[src/verilog/nvram_host_pkg.sv]
package nvram_host_pkg;

  localparam int unsigned ADDR_W = 9;
  localparam int unsigned DATA_W = 8;
  localparam int unsigned DEPTH = 512;

  // clock rate in kHz and pin timing in ns
  localparam int unsigned CLK_KHZ = 125000;
  localparam int unsigned CLK_NS = 8;
  localparam int unsigned ACCESS_NS = 45;
  localparam int unsigned WRITE_PULSE_NS = 30;
  localparam int unsigned INIT_NS = 20;
  localparam int unsigned TURN_NS = 15;
  localparam int unsigned STORE_US = 10000;
  localparam int unsigned RECALL_US = 20;
  localparam int unsigned RESTORE_US = 550;
  // cycles the data pins spend in the two-stage synchroniser
  localparam int unsigned SYNC_CYC = 2;

  // least times round up
  localparam int unsigned ACCESS_CYC = (ACCESS_NS + CLK_NS - 1) / CLK_NS;
  localparam int unsigned WRITE_CYC = (WRITE_PULSE_NS + CLK_NS - 1) / CLK_NS;
  localparam int unsigned INIT_CYC = (INIT_NS + CLK_NS - 1) / CLK_NS;
  localparam int unsigned TURN_CYC = (TURN_NS + CLK_NS - 1) / CLK_NS;
  // waits for the device to finish also round up, so the host never comes early
  localparam int unsigned STORE_CYC = (STORE_US * (CLK_KHZ / 1000)) + 1;
  localparam int unsigned RECALL_CYC = (RECALL_US * (CLK_KHZ / 1000)) + 1;
  localparam int unsigned RESTORE_CYC = (RESTORE_US * (CLK_KHZ / 1000)) + 1;

  localparam int unsigned CNT_W = 21;

  typedef enum logic [2:0] {
    OP_READ,
    OP_WRITE,
    OP_STORE,
    OP_RECALL
  } op_t;

  typedef struct packed {
    op_t op;
    logic [ADDR_W-1:0] addr;
    logic [DATA_W-1:0] data;
  } req_t;

  // active-low pin group toward the memory
  typedef struct packed {
    logic chip_sel_n;
    logic write_n;
    logic out_en_n;
    logic nv_select_n;
  } ctl_t;

  localparam ctl_t CTL_IDLE = '{chip_sel_n: 1'b1, write_n: 1'b1, out_en_n: 1'b1,
    nv_select_n: 1'b1};

endpackage : nvram_host_pkg

[src/verilog/nvram_host.sv]
// How it works
// - address set with the write strobe, held until write ends
// - output drive kept high through writes
// - write strobe falls with both selects entering store
// - recall state held initiation minimum, then released
// - no access until power-up recall elapsed after reset or a low supply seen in idle
// - controls idle, never write, during power-up after reset or a low supply seen in idle
`timescale 1ns/1ps
`default_nettype none

module nvram_host #(
  parameter int unsigned STORE_WAIT = nvram_host_pkg::STORE_CYC,
  parameter int unsigned RECALL_WAIT = nvram_host_pkg::RECALL_CYC,
  parameter int unsigned RESTORE_WAIT = nvram_host_pkg::RESTORE_CYC
) (
  // clock and reset
  input wire logic clk,
  input wire logic srst,
  // user request
  input wire logic req_valid,
  output logic req_ready,
  input wire nvram_host_pkg::req_t req,
  // user answer
  output logic rsp_valid,
  output logic [nvram_host_pkg::DATA_W-1:0] rsp_data,
  output logic store_refused,
  // supply monitor, high when above the trigger level
  input wire logic supply_ok,
  // memory pins
  output nvram_host_pkg::ctl_t ctl,
  output logic [nvram_host_pkg::ADDR_W-1:0] byte_index,
  output logic [nvram_host_pkg::DATA_W-1:0] shared_data_lines_out,
  output logic shared_data_lines_oe,
  input wire logic [nvram_host_pkg::DATA_W-1:0] shared_data_lines_in
);

  typedef enum logic [2:0] {
    ST_POWERUP,
    ST_IDLE,
    ST_ACTIVE,
    ST_RELEASE,
    ST_WAIT,
    ST_DONE
  } state_t;

  localparam int unsigned CW = nvram_host_pkg::CNT_W;

  state_t state, next_state;
  logic [CW-1:0] count, next_count;
  nvram_host_pkg::req_t cur, next_cur;
  nvram_host_pkg::ctl_t next_ctl;
  logic [nvram_host_pkg::ADDR_W-1:0] next_byte_index;
  logic [nvram_host_pkg::DATA_W-1:0] next_data_out;
  logic next_oe;
  logic next_rsp_valid;
  logic [nvram_host_pkg::DATA_W-1:0] next_rsp_data;
  logic next_refused;
  logic [nvram_host_pkg::DATA_W-1:0] data_sync;
  logic [0:0] supply_sync;

  pin_sync #(.WIDTH(nvram_host_pkg::DATA_W)) u_data_sync (
    .clk(clk),
    .srst(srst),
    .async_in(shared_data_lines_in),
    .sync_out(data_sync)
  );

  pin_sync #(.WIDTH(1)) u_supply_sync (
    .clk(clk),
    .srst(srst),
    .async_in(supply_ok),
    .sync_out(supply_sync)
  );

  // control pins for the active phase of each operation
  function automatic nvram_host_pkg::ctl_t active_ctl(input nvram_host_pkg::op_t op);
    nvram_host_pkg::ctl_t c;
    c = nvram_host_pkg::CTL_IDLE;
    unique case (op)
      nvram_host_pkg::OP_READ:
      begin
        c.chip_sel_n = 1'b0;
        c.out_en_n = 1'b0;
      end
      nvram_host_pkg::OP_WRITE:
      begin
        c.chip_sel_n = 1'b0;
        c.write_n = 1'b0;
      end
      nvram_host_pkg::OP_STORE:
      begin
        c.nv_select_n = 1'b0;
        c.chip_sel_n = 1'b0;
        c.write_n = 1'b0;
      end
      nvram_host_pkg::OP_RECALL:
      begin
        c.nv_select_n = 1'b0;
        c.chip_sel_n = 1'b0;
        c.out_en_n = 1'b0;
      end
      default:
      begin
        c = nvram_host_pkg::CTL_IDLE;
      end
    endcase
    return c;
  endfunction : active_ctl

  // cycles the active phase is held
  function automatic logic [CW-1:0] hold_cycles(input nvram_host_pkg::op_t op);
    unique case (op)
      nvram_host_pkg::OP_READ:
        return CW'(nvram_host_pkg::ACCESS_CYC + nvram_host_pkg::SYNC_CYC);
      nvram_host_pkg::OP_WRITE: return CW'(nvram_host_pkg::WRITE_CYC);
      default: return CW'(nvram_host_pkg::INIT_CYC);
    endcase
  endfunction : hold_cycles

  assign req_ready = (state == ST_IDLE);

  always_comb
  begin
    next_state = state;
    next_count = count;
    next_cur = cur;
    next_ctl = ctl;
    next_byte_index = byte_index;
    next_data_out = shared_data_lines_out;
    next_oe = shared_data_lines_oe;
    next_rsp_valid = 1'b0;
    next_rsp_data = rsp_data;
    next_refused = 1'b0;
    unique case (state)
      ST_POWERUP:
      begin
        next_ctl = nvram_host_pkg::CTL_IDLE;
        if (!supply_sync[0])
        begin
          next_count = '0;
        end
        else if (count >= CW'(RESTORE_WAIT))
        begin
          next_state = ST_IDLE;
        end
        else
        begin
          next_count = count + CW'(1);
        end
      end
      ST_IDLE:
      begin
        if (!supply_sync[0])
        begin
          next_state = ST_POWERUP;
          next_count = '0;
        end
        else if (req_valid)
        begin
          if (req.op == nvram_host_pkg::OP_STORE && !supply_sync[0])
          begin
            next_refused = 1'b1;
          end
          else
          begin
            next_cur = req;
            next_byte_index = req.addr;
            next_data_out = req.data;
            next_oe = (req.op == nvram_host_pkg::OP_WRITE);
            next_ctl = active_ctl(req.op);
            next_count = hold_cycles(req.op);
            next_state = ST_ACTIVE;
          end
        end
      end
      ST_ACTIVE:
      begin
        if (count > CW'(1))
        begin
          next_count = count - CW'(1);
        end
        else
        begin
          if (cur.op == nvram_host_pkg::OP_STORE && !supply_sync[0])
          begin
            next_refused = 1'b1;
          end
          if (cur.op == nvram_host_pkg::OP_READ)
          begin
            next_rsp_data = data_sync;
          end
          // end every cycle by raising all controls
          next_ctl = nvram_host_pkg::CTL_IDLE;
          next_count = CW'(nvram_host_pkg::TURN_CYC);
          next_state = ST_RELEASE;
        end
      end
      ST_RELEASE:
      begin
        next_oe = 1'b0;
        if (count > CW'(1))
        begin
          next_count = count - CW'(1);
        end
        else if (cur.op == nvram_host_pkg::OP_STORE)
        begin
          next_count = CW'(STORE_WAIT);
          next_state = ST_WAIT;
        end
        else if (cur.op == nvram_host_pkg::OP_RECALL)
        begin
          next_count = CW'(RECALL_WAIT);
          next_state = ST_WAIT;
        end
        else
        begin
          next_state = ST_DONE;
        end
      end
      ST_WAIT:
      begin
        // pins stay idle while the device works alone
        if (count > CW'(1))
        begin
          next_count = count - CW'(1);
        end
        else
        begin
          next_state = ST_DONE;
        end
      end
      ST_DONE:
      begin
        next_rsp_valid = 1'b1;
        next_state = ST_IDLE;
      end
      default:
      begin
        next_state = ST_IDLE;
      end
    endcase
    if (srst)
    begin
      next_state = ST_POWERUP;
      next_count = '0;
      next_cur = '0;
      next_ctl = nvram_host_pkg::CTL_IDLE;
      next_byte_index = '0;
      next_data_out = '0;
      next_oe = 1'b0;
      next_rsp_valid = 1'b0;
      next_rsp_data = '0;
      next_refused = 1'b0;
    end
  end

  always_ff @(posedge clk)
  begin
    state <= next_state;
    count <= next_count;
    cur <= next_cur;
    ctl <= next_ctl;
    byte_index <= next_byte_index;
    shared_data_lines_out <= next_data_out;
    shared_data_lines_oe <= next_oe;
    rsp_valid <= next_rsp_valid;
    rsp_data <= next_rsp_data;
    store_refused <= next_refused;
  end

endmodule : nvram_host

`default_nettype wire

[src/verilog/pin_sync.sv]
`timescale 1ns/1ps
`default_nettype none

// two-stage synchroniser for the shared data inputs and the supply flag
module pin_sync #(
  parameter int unsigned WIDTH = 8
) (
  // clock and reset
  input wire logic clk,
  input wire logic srst,
  // asynchronous in, synchronised out
  input wire logic [WIDTH-1:0] async_in,
  output logic [WIDTH-1:0] sync_out
);

  logic [WIDTH-1:0] stage1;
  logic [WIDTH-1:0] next_stage1;
  logic [WIDTH-1:0] next_sync_out;

  always_comb
  begin
    next_stage1 = srst ? '0 : async_in;
    next_sync_out = srst ? '0 : stage1;
  end

  always_ff @(posedge clk)
  begin
    stage1 <= next_stage1;
    sync_out <= next_sync_out;
  end

endmodule : pin_sync

`default_nettype wire

[config.mk]
export PLATFORM = sky130hd
export DESIGN_NAME = nvram_host
export DESIGN_NICKNAME = d
export VERILOG_FILES = /design/src/verilog/nvram_host_pkg.sv /design/src/verilog/nvram_host.sv /design/src/verilog/pin_sync.sv
export SDC_FILE = /design/constraint.sdc
export NUM_CORES = 1
export LEC_CHECK = 0
export ABC_AREA = 1
export BUFFER_PORTS_ARGS = -buffer_cell sky130_fd_sc_hd__buf_4
export CAP_MARGIN = 20
export CORE_MARGIN = 4
export CORE_UTILIZATION = 64
export CTS_BUF_LIST = sky130_fd_sc_hd__clkbuf_4 sky130_fd_sc_hd__clkbuf_8
export DETAILED_ROUTE_END_ITERATION = 10
export PLACE_DENSITY = 0.88
export RECOVER_POWER = 25
export SYNTH_ARGS = -nofsm -noshare
export SYNTH_HDL_FRONTEND = slang
export SYNTH_HIERARCHICAL = 1
export SYNTH_SLANG_ARGS = --single-unit
[constraint.sdc]
create_clock -name clk -period 2.95 [get_ports clk]
set_input_delay 0.295 -clock clk [delete_from_list [all_inputs] [get_ports clk]]
set_output_delay 0.295 -clock clk [all_outputs]
set_load 0.1 [all_outputs]
==> flow_summary.ini, run 1 <==
[critical_path]
reg2reg_from = count[1]
crit_slowest_cell = clkbuf_1
timing.rr.end = rsp_data[7]
crit_type = in -> reg
r2r_cells = 10
crit_path_end_kind = flop
path_cells = clkbuf_1 -> clkinv_1 -> buf_12 -> o21ai_0 -> a21oi_1
critPathBufInv = 3
critPathLaunch = srst
crit_family = buffers and inverters
cp.depth = 5
slowest_delay_ns = 0.87
crit_required_ns = 3.16
critPathArrivalTime_ns = 2.67
start_kind = primary input
reg2reg_setup_slack_ns = 0.64
crit_fanout = 40

[detailed_routing]
drcViolationCount = 0
via_per_inst = 5.42
detailroute.via_count = 4684
drtAntennaViolNets = 0
drt_iter0_markers = 361
first_pass_iters = 7
post_drt_wl_per_cell_um = 14.6
drt_wl_total_um = 12600

[synth]
synth_cell_types = 35
syn_area_per_cell_um2 = 6.37
yosys_warnings = 6
syn_inst = 708
netlist_area_mm2 = 0.00451
synthesis.nets = 743
ys_ff_latch = 77
ys_seq_area_frac = 0.342

[clocking]
path_clk_slew_ns = 0.09
cts_resized = 0
htreeDepth = 3
cts_root_buf = clkbuf_8
ctsLongestPathBuffers = 2
cts_sinks = 77
post-cts-setup-buffers = 0
cts_tree = done
clk-insertion-delay-late_ns = 0.36
cts_buffers = 9
cts_hold_buf = 0

[power]
p_per_area_mw_per_mm2 = 1060
peakVddDrop_uv = 527
p_leak_uw = 0.00250

[timing]
worst_pin_slew_ns = 1.22
hold_violations = 0
slew_viol_final = 0
period_share = 0.833
setup_viol = 0
finalCriticalPeriod_ns = 2.46
fin_skew_ns = 0.0145
rsz0062_at_grt = no
setup_tns_ns = 0
slew_headroom = 0.185
max_freq_ghz = 0.407

[grt]
grt_pass1_vias = 4430
grt_pass1_wl_um = 20800
grt_antenna_before_repair = 0
grt_max_degree = 41
overflow = 0
track_usage = 0.305

[worst_hold_path]
whs_endpoint = u_data_sync/stage1[5]
worst_hold_startpoint = shared_data_lines_in[5]
min_path_cells = 3
min_path_type = in -> reg

[die]
core.rowCount = 30
die_w_um = 91.9
core-area_mm2 = 0.00683
ios = 65
die_h_um = 91.9
die_area_mm2 = 0.00845
start_util = 0.660

[finish]
drive_gt1_frac = 0.141
fillers = 546
layout_common_cells = nor2_1 (156), nand2_1 (152), inv_1 (91), dfxtp_1 (77), buf_4 (58)
areaGrowthSynthToFinish_pct = 14.5
finalNonFillerCells = 864
final_common_cell = nor2_1
final_area_mm2 = 0.00516
n_antenna_cell = 0
fin_nets = 798

[place]
gp_congestion = 0.987
io_buffers = 64
placed_area_mm2 = 0.00496
hpwl_um = 9010
placedCellCount = 848

[run]
drv_cap = 0

[status]
status = finished, final reports clean
flip-flops by register name (all words and copies together), names as in the netlist:
name	flops
u_supply_sync/sync_out	1
u_data_sync/sync_out	8
store_refused	1
shared_data_lines_out	8
state	3
byte_index	9
u_supply_sync/stage1	1
u_data_sync/stage1	8
rsp_valid	1
shared_data_lines_oe	1
cur	3
ctl	4
rsp_data	8
count	21
worst max-delay path by stage:
stage | slack [ns] | endpoint
2_1_floorplan | 1.25 | ctl[1]
3_3_place_gp | 0.74 | count[15]
3_5_place_dp | 0.72 | count[15]
4_1_cts | 0.67 | rsp_data[7]
5_1_grt | 0.36 | rsp_data[7]
6_report | 0.49 | rsp_data[7]
routing by layer:
layer  global-route usage  routed length, um  vias up
met5                    0                  0        -
met4                0.115                325        0
met3               0.0829               1230       30
met2                0.529               6070      239
met1                0.359               4980     2096
li1                     -                  -     2319
final cells by class:
class	instances	area, um^2	share of cell area
Multi-Input combinational cell	512	2420	0.469
Sequential cell	77	1540	0.299
Timing Repair Buffer	68	489	0.0948
Inverter	95	360	0.0698
Clock buffer	9	124	0.0240
Tap cell	96	120	0.0233
Clock inverter	7	105	0.0204
cell families (layout without fill, tap and decap cells):
group	Yosys count	count (layout)	synth area share
XOR/XNOR	17	17	0.0330
AND/OR/NAND/NOR	414	414	0.404
buffers and inverters	119	179	0.121
adder cells (fa/ha/maj)	3	3	0.00833
flip-flops	77	77	0.342
AO/OA/AOI/OAI	78	78	0.0916
where the power goes:
part / leakage, uW / switching [uW] / internal, uW
Sequential: 0.000626 / 181 / 1180
Clock: 0.000112 / 443 / 490
Combinational: 0.00176 / 2210 / 954
Total: 0.00250 / 2840 / 2620
worst min-delay path, delay by kind of cell:
family,cells,cell delay (ns)
AND/OR/NAND/NOR,1,0.06
buffers and inverters,2,0.10
cells in the mapped netlist:
cell type / instances / area share
o21ai_1: 3 / 0.0033
nand4_1: 14 / 0.019
nand2_1: 152 / 0.13
dfxtp_1: 77 / 0.34
clkbuf_1: 7 / 0.0058
o211ai_1: 3 / 0.0050
a21oi_1: 22 / 0.024
nand3b_1: 2 / 0.0033
ha_1: 3 / 0.0083
buf_6: 8 / 0.020
nor3_1: 5 / 0.0056
a211oi_1: 1 / 0.0017
nand2_2: 4 / 0.0056
buf_4: 6 / 0.010
xnor2_1: 1 / 0.0019
nand2_4: 1 / 0.0025
xor2_1: 16 / 0.031
nor4_1: 2 / 0.0028
nor2_2: 14 / 0.019
inv_4: 1 / 0.0014
nor2_4: 5 / 0.012
clkinv_2: 1 / 0.0011
clkinv_1: 1 / 0.00083
nand3_4: 3 / 0.012
inv_1: 91 / 0.076
buf_2: 2 / 0.0022
a21oi_2: 2 / 0.0039
buf_8: 1 / 0.0033
inv_2: 1 / 0.00083
a31oi_1: 1 / 0.0014
nor3_4: 1 / 0.0036
a211o_1: 1 / 0.0019
nand3_1: 55 / 0.061
nor2_1: 156 / 0.13
o21ai_0: 45 / 0.050
stage by stage:
step | setup slack [ns] | hold slack (ns) | utilization | total power (uW)
3_5_place_dp | 0.721 | 0.395 | 0.727 | 4470
6_report | 0.493 | 0.128 | 0.755 | 5460
2_1_floorplan | 1.25 | 0.364 | - | 3850
3_3_place_gp | 0.742 | 0.389 | 0.727 | 4420
5_1_grt | 0.363 | 0.126 | 0.755 | 5870
4_1_cts | 0.671 | 0.128 | 0.760 | 5410
No activity file was read; power rests on OpenSTA's default activity.
==> run 2, diff against run 1 <==
--- a/config.mk
+++ b/config.mk
@@ -5,14 +5,14 @@
 export SDC_FILE = /design/constraint.sdc
 export NUM_CORES = 1
 export LEC_CHECK = 0
-export ABC_AREA = 1
+export ABC_AREA = 0
 export BUFFER_PORTS_ARGS = -buffer_cell sky130_fd_sc_hd__buf_4
 export CAP_MARGIN = 20
 export CORE_MARGIN = 4
-export CORE_UTILIZATION = 64
+export CORE_UTILIZATION = 59
 export CTS_BUF_LIST = sky130_fd_sc_hd__clkbuf_4 sky130_fd_sc_hd__clkbuf_8
 export DETAILED_ROUTE_END_ITERATION = 10
-export PLACE_DENSITY = 0.88
+export PLACE_DENSITY = 0.83
 export RECOVER_POWER = 25
 export SYNTH_ARGS = -nofsm -noshare
 export SYNTH_HDL_FRONTEND = slang
==> constraint.sdc (replaced) <==
create_clock -name clk -period 2.5 [get_ports clk]
set_input_delay 0.25 -clock clk [delete_from_list [all_inputs] [get_ports clk]]
set_output_delay 0.25 -clock clk [all_outputs]
set_load 0.1 [all_outputs]
==> run 2 against run 1 <==
Utilization up 0.19 points. Die area fell by 1.5%. First-iteration DRC count rose by 51%. Largest cell class unchanged.
==> flow_summary.ini, run 2 <==
[synth]
async_reset_ff_frac = 0
synth_ff_type = dfxtp_1
yosysTopAreaCellShare = 0.377
syn_area_per_cell_um2 = 8.12
syn_inst = 503
ys_seq_area_frac = 0.377
synth_edf_count = 0
ys_ff_latch = 77
synth.most_common_cell = dfxtp_1
yosys_warnings = 6
yosysTopAreaCell = dfxtp_1
yosys-top-cells-count = dfxtp_1 (77), nand2_1 (63), a21oi_1 (51)
synth_top_family_by_area = simple AND/OR/NAND/NOR gates
synthesis.nets = 538
synth_xor_area_frac = 0.0171
synth_compound_area_frac = 0.221
synth-simple-area-share = 0.294
netlist_area_mm2 = 0.00409
synth_mux_area_frac = 0.0294
synth-adder-area-share = 0.00919
synth_cell_types = 67
synth.area.top_cells = dfxtp_1 (38%), a21oi_1 (6.2%), nand2_1 (5.8%)

[critical_path]
start_kind = flop
crit_required_ns = 2.73
r2r_cells = 7
crit_path_end_kind = flop
crit_type = reg -> reg
critPathArrivalTime_ns = 2.61
reg2reg_setup_slack_ns = 0.12
reg2reg_from = count[4]
timing.rr.end = count[15]
crit_fanout = 11

[clocking]
cts_sinks = 77
post-cts-setup-buffers = 0
ctsLongestPathBuffers = 2
cts_tree = done
cts_root_buf = clkbuf_8
cts_buffers = 9
path_clk_slew_ns = 0.09
clk-insertion-delay-late_ns = 0.36
htreeDepth = 3

[timing]
max_freq_ghz = 0.421
fin_skew_ns = 0.0104
setup_viol = 0
worst_pin_slew_ns = 1.20
period_share = 0.950
hold_violations = 0
rsz0062_at_grt = yes
slew_viol_final = 0
finalCriticalPeriod_ns = 2.38
slew_headroom = 0.200

[die]
ios = 65
core.rowCount = 30
die_w_um = 91.2
die_h_um = 91.2
die_area_mm2 = 0.00832
start_util = 0.605
core-area_mm2 = 0.00676

[status]
status = finished, final reports clean

[detailed_routing]
first_pass_iters = 5
drcViolationCount = 0
drtAntennaViolNets = 0
drt_iter0_markers = 544
drt_wl_total_um = 12300
via_per_inst = 6.44
post_drt_wl_per_cell_um = 18.1
detailroute.via_count = 4387

[finish]
fin_nets = 631
n_antenna_cell = 0
drive_gt1_frac = 0.261
top_regs = count: 21 flops, byte_index: 9 flops
finalNonFillerCells = 681
final_common_cell = buf_4
layout_common_cells = buf_4 (108), dfxtp_1 (76), nand2_1 (62), a21oi_1 (51), nor2_1 (47)
areaGrowthSynthToFinish_pct = 25.2
final_area_mm2 = 0.00512
fin_util = 0.757
largest_reg_flops = 21
top_register = count

[worst_hold_path]
whs_endpoint = u_data_sync/stage1[4]
worst_hold_startpoint = shared_data_lines_in[4]
min_path_cells = 2
min_path_type = in -> reg

[place]
placedCellCount = 665
hpwl_um = 8660
gp_congestion = 0.975
placed_area_mm2 = 0.00490
io_buffers = 64

[grt]
grt_pass1_wl_um = 20300
track_usage = 0.301
grt_max_degree = 62
grt_pass1_vias = 4196
grt_antenna_before_repair = 0
overflow = 0

[power]
peakVddDrop_uv = 508
p_per_area_mw_per_mm2 = 482
p_leak_uw = 0.00213

[run]
drv_cap = 0
[run 2: changes by cell type after synthesis, moves of 13 or more]
cell / delta
a21oi_1: +29
clkbuf_1: +14
inv_1: -83
nand2_1: -89
nand3_1: -42
nor2_1: -109
nor2_2: -13
nor3_1: +13
o21ai_0: -34
xor2_1: -13
[run 2: where the power goes]
group / internal (uW) / switching, uW
registers: 1240 / 5.78
clock network: 581 / 521
logic: 58.0 / 62.7
[run 2: worst max path at each step]
stage | slack (ns) | cells past startpoint | start | endpoint
2_1_floorplan | 0.30 | 8 | count[8] | count[5]
3_3_place_gp | 0.11 | 7 | count[6] | count[5]
3_5_place_dp | 0.08 | 7 | count[6] | count[15]
4_1_cts | 0.01 | 7 | count[6] | count[5]
5_1_grt | -0.0006 | 8 | count[1] | count[14]
6_report | 0.12 | 7 | count[4] | count[15]
[run 2: worst max-delay path, cell delays in order (launching register included)]
cell and delay [ns]:
dfxtp_1 0.34, or4_1 0.65, nor4_4 0.31, a32o_2 0.26
buf_4 0.18, a31oi_1 0.06, o311ai_1 0.30, o31ai_2 0.14
[run 2: kinds of logic after synthesis]
kind of cell               count (synthesis)
DFF                                       77
and+or+nand+nor                          225
muxes                                     12
xor gates and xnor gates                   8
AOI/OAI and AO/OA                        135
adders and majority gates                  3
buffers and inverters                     43
[run 2: layout make-up]
class / count / area [um^2]
Clock buffer: 9 / 124
Fill cell: 505 / 1640
Clock inverter: 7 / 105
Inverter: 8 / 30.0
Multi-Input combinational cell: 383 / 2350
Tap cell: 80 / 100
Timing Repair Buffer: 117 / 862
Sequential cell: 77 / 1540
[run 2: timing repair]
| action | 4_1_cts | 5_1_grt |
|---|---|---|
| gates resized for setup | 0 | 6 |
| setup endpoints to repair | 0 | 22 |
| hold buffers | 0 | 0 |
[run 2: stage by stage]
| step | total power, uW | worst slack (ns) | TNS (ns) | hold slack (ns) |
|---|---|---|---|---|
| after floorplan | 1330 | 0.302 | 0 | 0.322 |
| after global placement | 1390 | 0.113 | 0 | 0.418 |
| after detailed placement | 1390 | 0.0763 | 0 | 0.425 |
| after CTS | 2480 | 0.0116 | 0 | 0.0840 |
| after global routing | 2550 | -0.000593 | -0.000593 | 0.0912 |
| final | 2470 | 0.125 | 0 | 0.0937 |
[run 2: metal layers]
metal / GRT usage / wire [um] / vias up
li1: - / - / 2035
met1: 0.359 / 4780 / 2018
met2: 0.493 / 5760 / 270
met3: 0.0729 / 1140 / 64
met4: 0.170 / 659 / 0
met5: 0 / 0 / -
